--- src/logic/adc_evt_pkg.sv ---
// Package of constants for the converter event, window and flag block.
// Assumes a 32-bit AXI4-Lite register bus with byte addresses.
package adc_evt_pkg;
  // Register byte offsets.
  localparam logic [7:0] primary_control_off = 8'h00;
  localparam logic [7:0] window_control_off = 8'h04;
  localparam logic [7:0] interrupt_enable_off = 8'h08;
  localparam logic [7:0] interrupt_flag_off = 8'h0C;
  localparam logic [7:0] status_off = 8'h10;
  localparam logic [7:0] debug_control_off = 8'h14;
  localparam logic [7:0] command_off = 8'h18;
  localparam logic [7:0] result_off = 8'h1C;
  localparam logic [7:0] sample_off = 8'h20;
  localparam logic [7:0] low_threshold_off = 8'h24;
  localparam logic [7:0] high_threshold_off = 8'h28;
  // Field positions in the primary control register.
  localparam int standby_run_pos = 7;
  localparam int low_latency_pos = 5;
  localparam int enable_pos = 0;
  // Field positions in the window control register.
  localparam int window_source_pos = 6;
  // Flag and enable bit positions.
  localparam int result_ready_pos = 0;
  localparam int sample_ready_pos = 1;
  localparam int window_match_pos = 2;
  localparam int result_overrun_pos = 3;
  localparam int sample_overrun_pos = 4;
  localparam int trigger_overrun_pos = 5;
  // Value of the start field that selects event triggering.
  localparam logic [2:0] start_event_trigger = 3'h4;
  // Window comparison modes.
  localparam logic [2:0] win_off = 3'h0;
  localparam logic [2:0] win_above = 3'h1;
  localparam logic [2:0] win_below = 3'h2;
  localparam logic [2:0] win_inside = 3'h3;
  localparam logic [2:0] win_outside = 3'h4;
  // Reset values.
  localparam logic [7:0] reg_reset = 8'h00;
  // Bus responses.
  localparam logic [1:0] resp_okay = 2'h0;
  localparam logic [1:0] resp_slverr = 2'h2;
endpackage : adc_evt_pkg

--- src/logic/adc_window_event_irq_ctrl.sv ---
// Window comparator, event outputs, interrupt flags, sleep and debug halt control.
// Assumes the conversion core gives one-cycle done strobes synchronous to ref_clk.
`timescale 1ns/1ps
`default_nettype none

module adc_window_event_irq_ctrl #(
  parameter int data_width = 16 // Not used; compared values are fixed at 16 bits.
) (
  input wire logic ref_clk,
  input wire logic resetn,
  input wire logic clk_en,
  // AXI4-Lite slave.
  input wire logic [7:0] s_axi_awaddr,
  input wire logic s_axi_awvalid,
  output logic s_axi_awready,
  input wire logic [31:0] s_axi_wdata,
  input wire logic [3:0] s_axi_wstrb,
  input wire logic s_axi_wvalid,
  output logic s_axi_wready,
  output logic [1:0] s_axi_bresp,
  output logic s_axi_bvalid,
  input wire logic s_axi_bready,
  input wire logic [7:0] s_axi_araddr,
  input wire logic s_axi_arvalid,
  output logic s_axi_arready,
  output logic [31:0] s_axi_rdata,
  output logic [1:0] s_axi_rresp,
  output logic s_axi_rvalid,
  input wire logic s_axi_rready,
  // Conversion core side.
  input wire logic sample_done,
  input wire logic [15:0] sample_value,
  input wire logic result_done,
  input wire logic [31:0] result_value,
  input wire logic software_start,
  input wire logic start_event_in,
  output logic conversion_start,
  output logic conversion_abort,
  output logic analog_keep_on,
  output logic converter_halted,
  // System state.
  input wire logic sleep_idle,
  input wire logic sleep_standby,
  input wire logic sleep_powerdown,
  input wire logic debug_halt,
  // Events and interrupt vectors.
  output logic result_ready_event,
  output logic sample_ready_event,
  output logic window_match_event,
  output logic result_ready_irq,
  output logic sample_ready_irq,
  output logic error_irq
);
  import adc_evt_pkg::*;

  // Whole state of the block in one record.
  typedef struct packed {
    logic awready;
    logic wready;
    logic bvalid;
    logic [1:0] bresp;
    logic [7:0] awaddr;
    logic aw_held;
    logic [31:0] wdata;
    logic [3:0] wstrb;
    logic w_held;
    logic arready;
    logic rvalid;
    logic [1:0] rresp;
    logic [31:0] rdata;
    logic [7:0] primary_control_reg;
    logic [7:0] window_control_reg;
    logic [7:0] interrupt_enable_reg;
    logic [7:0] interrupt_flag_reg;
    logic debug_control_reg;
    logic [2:0] start_mode;
    logic [15:0] window_low_threshold;
    logic [15:0] window_high_threshold;
    logic [31:0] result_data;
    logic [15:0] sample_data;
    logic result_unread;
    logic sample_unread;
    logic busy;
    logic start_event_prev;
    logic conv_start;
    logic conv_abort;
    logic keep_on;
    logic halted;
    logic res_evt;
    logic samp_evt;
    logic win_evt;
    logic res_irq;
    logic samp_irq;
    logic err_irq;
  } state_t;

  state_t st; // Registered state.
  state_t next_st; // Next state.

  // Window comparison used for both sources.
  function automatic logic window_hit(input logic [2:0] mode, input logic [15:0] v,
                                      input logic [15:0] lo, input logic [15:0] hi);
    case (mode)
      win_above: window_hit = v > lo;
      win_below: window_hit = v < hi;
      win_inside: window_hit = (v > lo) && (v < hi);
      win_outside: window_hit = (v < lo) || (v > hi);
      default: window_hit = 1'b0; // Mode zero or unused keeps the comparator off.
    endcase
  endfunction

  logic [2:0] win_mode; // Active window mode.
  logic win_src_sample; // High selects the sample register as source.
  logic stopped; // Converter may take no new start.
  logic start_req; // A start request this cycle.
  logic cmp_now; // A comparison happens this cycle.
  logic match; // Window matched this cycle.
  logic [7:0] set_flags; // Flags raised this cycle.
  logic [7:0] wr_clear; // Flags cleared by software this cycle.
  logic do_write; // A register write completes.
  logic do_read; // A register read is taken.
  logic [31:0] rd_mux; // Read data for the taken address.
  logic rd_ok; // Read address is mapped.
  logic [7:0] flags_after; // Flags after set and clear.

  assign win_mode = st.window_control_reg[2:0];
  assign win_src_sample = st.window_control_reg[window_source_pos];

  // Next state logic; the whole block advances only with the clock enable.
  always_comb begin
    next_st = st;
    // Halting for debug or standby waits until the running conversion ends; power-down aborts it.
    stopped = (sleep_standby && !st.primary_control_reg[standby_run_pos])
              || (debug_halt && !st.debug_control_reg)
              || sleep_powerdown;
    start_req = 1'b0;
    if (st.primary_control_reg[enable_pos] && !stopped) begin
      // The edge detector looks at the raw event level, so short pulses are
      // lost if they fall between clock edges; that is the price of one clock.
      if (st.start_mode == start_event_trigger) begin
        start_req = start_event_in && !st.start_event_prev;
      end else begin
        start_req = software_start && !sleep_idle && !sleep_standby;
      end
    end
    next_st.start_event_prev = start_event_in;
    next_st.conv_start = start_req && !st.busy;
    next_st.conv_abort = sleep_powerdown && st.busy;
    // Only power-down cuts a conversion short; idle and standby let it end.
    if (sleep_powerdown) begin
      next_st.busy = 1'b0;
    end else if (start_req && !st.busy) begin
      next_st.busy = 1'b1;
    end else if (result_done) begin
      next_st.busy = 1'b0;
    end
    next_st.halted = stopped && !st.busy;
    next_st.keep_on = st.primary_control_reg[low_latency_pos]
                      && (!sleep_standby || st.primary_control_reg[standby_run_pos]);
    // Compare the sample after each conversion, the result once at the end.
    cmp_now = win_src_sample ? sample_done : result_done;
    match = cmp_now && window_hit(win_mode, win_src_sample ? sample_value :
                                  result_value[15:0], st.window_low_threshold,
                                  st.window_high_threshold);
    set_flags = 8'h00;
    set_flags[result_ready_pos] = result_done;
    set_flags[sample_ready_pos] = sample_done;
    set_flags[window_match_pos] = match;
    set_flags[result_overrun_pos] = result_done && st.result_unread;
    set_flags[sample_overrun_pos] = sample_done && st.sample_unread;
    set_flags[trigger_overrun_pos] = start_req && st.busy;
    // Events carry exactly the flag set conditions, one cycle long.
    next_st.res_evt = set_flags[result_ready_pos];
    next_st.samp_evt = set_flags[sample_ready_pos];
    next_st.win_evt = set_flags[window_match_pos];
    if (result_done) begin
      next_st.result_data = result_value;
    end
    if (sample_done) begin
      next_st.sample_data = sample_value;
    end
    // Bus write channel: address and data captured independently.
    if (s_axi_awvalid && st.awready) begin
      next_st.awaddr = s_axi_awaddr;
      next_st.aw_held = 1'b1;
      next_st.awready = 1'b0;
    end
    if (s_axi_wvalid && st.wready) begin
      next_st.wdata = s_axi_wdata;
      next_st.wstrb = s_axi_wstrb;
      next_st.w_held = 1'b1;
      next_st.wready = 1'b0;
    end
    do_write = st.aw_held && st.w_held && !st.bvalid;
    wr_clear = 8'h00;
    if (do_write) begin
      next_st.aw_held = 1'b0;
      next_st.w_held = 1'b0;
      next_st.bvalid = 1'b1;
      next_st.bresp = resp_okay;
      case (st.awaddr)
        primary_control_off: begin
          if (st.wstrb[0]) next_st.primary_control_reg = st.wdata[7:0] & 8'hA1;
        end
        window_control_off: begin
          if (st.wstrb[0]) next_st.window_control_reg = st.wdata[7:0] & 8'h47;
        end
        interrupt_enable_off: begin
          if (st.wstrb[0]) next_st.interrupt_enable_reg = st.wdata[7:0] & 8'h3F;
        end
        interrupt_flag_off: begin
          if (st.wstrb[0]) wr_clear = st.wdata[7:0];
        end
        debug_control_off: begin
          if (st.wstrb[0]) next_st.debug_control_reg = st.wdata[0];
        end
        command_off: begin
          if (st.wstrb[0]) next_st.start_mode = st.wdata[2:0];
        end
        low_threshold_off: begin
          if (st.wstrb[0]) next_st.window_low_threshold[7:0] = st.wdata[7:0];
          if (st.wstrb[1]) next_st.window_low_threshold[15:8] = st.wdata[15:8];
        end
        high_threshold_off: begin
          if (st.wstrb[0]) next_st.window_high_threshold[7:0] = st.wdata[7:0];
          if (st.wstrb[1]) next_st.window_high_threshold[15:8] = st.wdata[15:8];
        end
        status_off, result_off, sample_off: begin
          // Read-only registers ignore writes.
        end
        default: next_st.bresp = resp_slverr;
      endcase
    end
    if (st.bvalid && s_axi_bready) begin
      next_st.bvalid = 1'b0;
      next_st.awready = 1'b1;
      next_st.wready = 1'b1;
    end
    // Bus read channel.
    rd_ok = 1'b1;
    case (s_axi_araddr)
      primary_control_off: rd_mux = {24'h000000, st.primary_control_reg};
      window_control_off: rd_mux = {24'h000000, st.window_control_reg};
      interrupt_enable_off: rd_mux = {24'h000000, st.interrupt_enable_reg};
      interrupt_flag_off: rd_mux = {24'h000000, st.interrupt_flag_reg};
      status_off: rd_mux = {31'h0, st.busy};
      debug_control_off: rd_mux = {31'h0, st.debug_control_reg};
      command_off: rd_mux = {29'h0, st.start_mode};
      result_off: rd_mux = st.result_data;
      sample_off: rd_mux = {16'h0000, st.sample_data};
      low_threshold_off: rd_mux = {16'h0000, st.window_low_threshold};
      high_threshold_off: rd_mux = {16'h0000, st.window_high_threshold};
      default: begin
        rd_mux = 32'h00000000;
        rd_ok = 1'b0;
      end
    endcase
    do_read = s_axi_arvalid && st.arready;
    if (do_read) begin
      next_st.arready = 1'b0;
      next_st.rvalid = 1'b1;
      next_st.rdata = rd_mux;
      next_st.rresp = rd_ok ? resp_okay : resp_slverr;
    end
    if (st.rvalid && s_axi_rready) begin
      next_st.rvalid = 1'b0;
      next_st.arready = 1'b1;
    end
    // Reading the data registers marks them as seen; a new value wins.
    if (do_read && s_axi_araddr == result_off) next_st.result_unread = 1'b0;
    if (result_done) next_st.result_unread = 1'b1;
    if (do_read && s_axi_araddr == sample_off) next_st.sample_unread = 1'b0;
    if (sample_done) next_st.sample_unread = 1'b1;
    // A set in the same cycle as a clear wins, so no event is lost.
    flags_after = (st.interrupt_flag_reg & ~wr_clear) | set_flags;
    next_st.interrupt_flag_reg = flags_after;
    // Requests stay high while the flag and its enable are both high.
    next_st.res_irq = |(flags_after & st.interrupt_enable_reg &
                        (8'h01 | (win_src_sample ? 8'h00 : 8'h04)));
    next_st.samp_irq = |(flags_after & st.interrupt_enable_reg &
                         (8'h02 | (win_src_sample ? 8'h04 : 8'h00)));
    next_st.err_irq = |(flags_after & st.interrupt_enable_reg & 8'h38);
  end

  // State register with synchronous active-low reset and clock enable.
  always_ff @(posedge ref_clk) begin
    if (!resetn) begin
      st <= '0;
      st.awready <= 1'b1;
      st.wready <= 1'b1;
      st.arready <= 1'b1;
    end else if (clk_en) begin
      st <= next_st;
    end
  end

  assign s_axi_awready = st.awready;
  assign s_axi_wready = st.wready;
  assign s_axi_bvalid = st.bvalid;
  assign s_axi_bresp = st.bresp;
  assign s_axi_arready = st.arready;
  assign s_axi_rvalid = st.rvalid;
  assign s_axi_rdata = st.rdata;
  assign s_axi_rresp = st.rresp;
  assign conversion_start = st.conv_start;
  assign conversion_abort = st.conv_abort;
  assign analog_keep_on = st.keep_on;
  assign converter_halted = st.halted;
  assign result_ready_event = st.res_evt;
  assign sample_ready_event = st.samp_evt;
  assign window_match_event = st.win_evt;
  assign result_ready_irq = st.res_irq;
  assign sample_ready_irq = st.samp_irq;
  assign error_irq = st.err_irq;
endmodule // adc_window_event_irq_ctrl

`default_nettype wire

--- config.mk ---
export PLATFORM = sky130hd
export DESIGN_NAME = adc_window_event_irq_ctrl
export DESIGN_NICKNAME = d
export VERILOG_FILES = /design/src/logic/adc_evt_pkg.sv /design/src/logic/adc_window_event_irq_ctrl.sv
export SDC_FILE = /design/constraint.sdc
export NUM_CORES = 1
export LEC_CHECK = 0
export BUFFER_PORTS_ARGS = -buffer_cell sky130_fd_sc_hd__buf_2
export CORE_MARGIN = 3
export CORE_UTILIZATION = 38
export CTS_BUF_LIST = sky130_fd_sc_hd__clkbuf_8
export DETAILED_ROUTE_END_ITERATION = 12
export GPL_TIMING_DRIVEN = 0
export PLACE_DENSITY_LB_ADDON = 0.2
export SLEW_MARGIN = 20
export SYNTH_ARGS = -nofsm -noshare
export SYNTH_HDL_FRONTEND = slang
export SYNTH_SLANG_ARGS = --single-unit
--- constraint.sdc ---
create_clock -name ref_clk -period 3.1 [get_ports ref_clk]
set_clock_uncertainty 0.05 [all_clocks]
set_input_delay 0.465 -clock ref_clk [delete_from_list [all_inputs] [get_ports ref_clk]]
set_output_delay 0.465 -clock ref_clk [all_outputs]
set_load 0.01 [all_outputs]
==> results by group <==
Synthesis
  • Post-synth EDFFs: 0
  • Yosys top cell by area: dfxtp_1
  • Yosys warns: 0
  • Largest family of logic cells by synthesized area: simple AND/OR/NAND/NOR gates
  • Flops & latches, synth: 186
  • Xor-xnor portion of the synthesized cell area: 0.09908%
  • Synth area leaders: dfxtp_1 (42%), nand2_1 (11%), a21oi_1 (8.0%)
  • Synth cell types: 66
  • Post-synth ARST share: 0%
  • Mux share of post-synthesis cell area: 5.888%
  • Yosys top cell area share: 42.12%
  • Top_reg_cell synth: dfxtp_1
  • Post-Synth Adder-Cell Area: 4.529%
  • Sequential share of the synthesized area: 42.12%
  • Post-synthesis area per instance: 8.080 sq um
  • Post-synthesis simple-gate area fraction: 22.70%
  • Netlist Area Pre-Place: 8840 sq um
  • Synth Instances: 1094
  • Compound-cell area share of the yosys netlist: 16.97%

STA
  • Least-Margin Pin Slew: 0.9419 ns
  • Setup TNS: 0 ns
  • Max Slew Vio Count: 0
  • Final hold violations: 0
  • Period minus WS final: 2.992 ns
  • Tcrit/Tclk final: 96.53%
  • RSZ-0062 raised after global routing: no
  • Final setup violation count: 0
  • Max Fclk: 334.2 MHz
  • Slew margin rel.: 37.21%
  • Hold Slack: 0.1653 ns

Clock network
  • Clk sink count: 186
  • H-tree depth: 4
  • Inserted Clock Buffers: 17
  • Clk_lat worst skew: 0.48 ns
  • Worst-path clk slew: 0.10 ns
  • # hold bufs at CTS: 0
  • CTS Buffer Depth: 2
  • Clk root buf: clkbuf_8
  • CTS tree: yes

Route
  • Drt first-iter violations: 716
  • Avg WL per Cell: 18.59 um
  • Total Wirelength: 29480 um
  • DRT antenna net count: 0
  • DR DRC count: 0
  • DR vias: 8384
  • Vias per cell: 5.286
  • Drt pass-1 iters: 5

Finish
  • Final nets: 1407
  • Max reg flops: 137
  • Finished Layout Cells: 1586
  • Layout area overhead: 17.31%
  • Top reg by flops: st
  • Design area: 10370 sq um
  • Share of layout cells above drive strength 1: 21.38%

Floorplan
  • Core area: 22780 sq um
  • Chip height: 158.5 um
  • Die width: 158.5 um
  • I/O Pins: 167
  • Row count: 55
  • Total Die Area: 25130 sq um
  • Initial Utilization: 38.81%

Setup path
  • Largest delay contributor family on the critical path: compound AO/OA/AOI/OAI gates
  • Worst setup path category: reg -> reg
  • Max incr delay on CP: 0.41 ns
  • CP max-delay cell: mux2_2
  • Crit path launch type: flop
  • Endpoint type of the worst setup path: flop
  • Req. time, crit path: 3.44 ns
  • Worst Path Arrival: 3.33 ns
  • CP bufs+invs: 1
  • CP dominant cell by count: o211a_1
  • Critical Path Fanout Max: 10
  • CP cell instances: buf_2, mux2_2, ha_1, a211oi_1, o21ai_0, and2_1, o31a_1, o211a_1, o211a_1

Job
  • Max Cap Viol: 0

Placement
  • Final HPWL DP: 21680 um
  • Post-place instance area: 9956 sq um
  • Port bufs: 144
  • Cell count after placement: 1552
  • GP Congestion: 0.9006

Global route
  • Initial antenna violation count: 0
  • Largest net degree at the start of global routing: 17
  • Total grt overflow: 0
  • First-pass GRT wire length: 44390 um
  • GRT Total Usage: 23.31%
  • Vias in the first global route: 7645

Power
  • Static leakage: 4.137 nW
  • Power per cell area: 434.1 nW/um^2
  • Maximum VDD drop: 0.2375 mV
  • Internal: 3.248 mW
  • Tot Pwr: 4.501 mW
  • Clock network fraction of total power: 34.4%
  • Gate power share: 10.1%
  • Sw frac: 27.83%
  • Sequential Power Share: 55.5%
  • Sw Pwr: 1.253 mW

Hold path
  • Min-Delay Path Class: in -> reg

Status
  • Status: completed
[path summary, 6_finish.rpt]
check	start	cells past startpoint	end	slack, ns
hold / removal	result_value[19]	3	st[49]	0.17
setup / recovery	st[120]	9	result_ready_irq	0.11
setup reg to reg	st[120]	9	result_ready_irq	0.11
hold reg to reg	s_axi_rdata[28]	2	s_axi_rdata[28]	0.41
[cells in the final DEF (no fill, tap or decap), drive strengths merged, types with 2 or more instances in the layout]
cell and n:
o31ai 2, a31oi 2, and3 6, nor2 64, and4b 3, ha 32, nand2 257, nand4 10
nor2b 2, a22o 2, dfxtp 186, a21boi 4, inv 42, a222oi 2, nor3 9, or4b 2
nand2b 8, clkinv 6, nor3b 3, a211oi 2, clkbuf 72, mux2 16, nand3 58, o21ai 10
o211ai 3, o211a 4, buf 195, nor4b 3, conb 2, a21o 4, nor4 7, o2bb2ai 2
and2 4, a21oi 151, a22oi 45, mux2i 34
[synthesized netlist by cell type (9+ instances only)]
cell type  count
nand4_1       10
buf_4         36
nand2_1      248
clkbuf_1      50
nor2_1        62
a21oi_2        9
a21oi_1      141
inv_1         37
nand2_2        9
ha_1          32
a22oi_1       45
dfxtp_1      186
o21ai_0       10
nand3_1       58
mux2_2        16
mux2i_1       34
[layout make-up]
class	instances	area [sq um]
clock buffer	21	289.0
tap	313	391.6
sequential	186	3724
timing repair buffer	145	728.2
buffer	101	538.0
multi-input combinational	770	4483
inverter	38	142.6
fill	2369	12410
antenna	1	2.502
clock inverter	11	71.32
[stage by stage]
stage	utilization, %	setup slack, ns
floorplan	-	0.2929
global placement	43.71	-0.5479
detailed placement	43.71	-0.5847
CTS	45.37	0.04759
global route	45.52	0.007112
finish	45.53	0.1076
[layer usage]
| metal | global-route usage, % | up-vias | routed length, um |
|---|---|---|---|
| met5 | 0 | - | 0 |
| met4 | 6.637 | 0 | 546 |
| met3 | 3.669 | 33 | 2225 |
| met2 | 36.14 | 323 | 12940 |
| met1 | 33.67 | 3965 | 13760 |
| li1 | - | 4063 | - |
[power groups by stage]
stage / clock [mW] / sequential, mW / combinational, mW
final: 1.55 / 2.50 / 0.456
after global routing: 1.65 / 2.51 / 0.506
after CTS: 1.57 / 2.50 / 0.452
after detailed placement: 0 / 2.55 / 0.449
after global placement: 0 / 2.55 / 0.445
after floorplan: 0 / 2.54 / 0.249
[worst register-to-register path: stages (launching register included)]
cell	delay [ns]
dfxtp_1	0.38
buf_2	0.31
mux2_2	0.41
ha_1	0.31
a211oi_1	0.23
o21ai_0	0.21
and2_1	0.19
o31a_1	0.29
o211a_1	0.28
o211a_1	0.23
[timing repair]
item | 4_1_cts | 5_1_grt
pin swaps | 1 | 1
endpoints found under the setup margin | 4 | 4
cloned | 0 | 0
gates resized for setup | 8 | 6
setup buffers | 0 | 1
[logic make-up after synthesis]
kind of cell,Yosys count
fa+ha+maj,32
mux,50
simple gates,442
other cells,1
xor+xnor,1
flops,186
compound gates,243
buf+inv,139
Note: power is estimated with default switching activity, not from simulation.
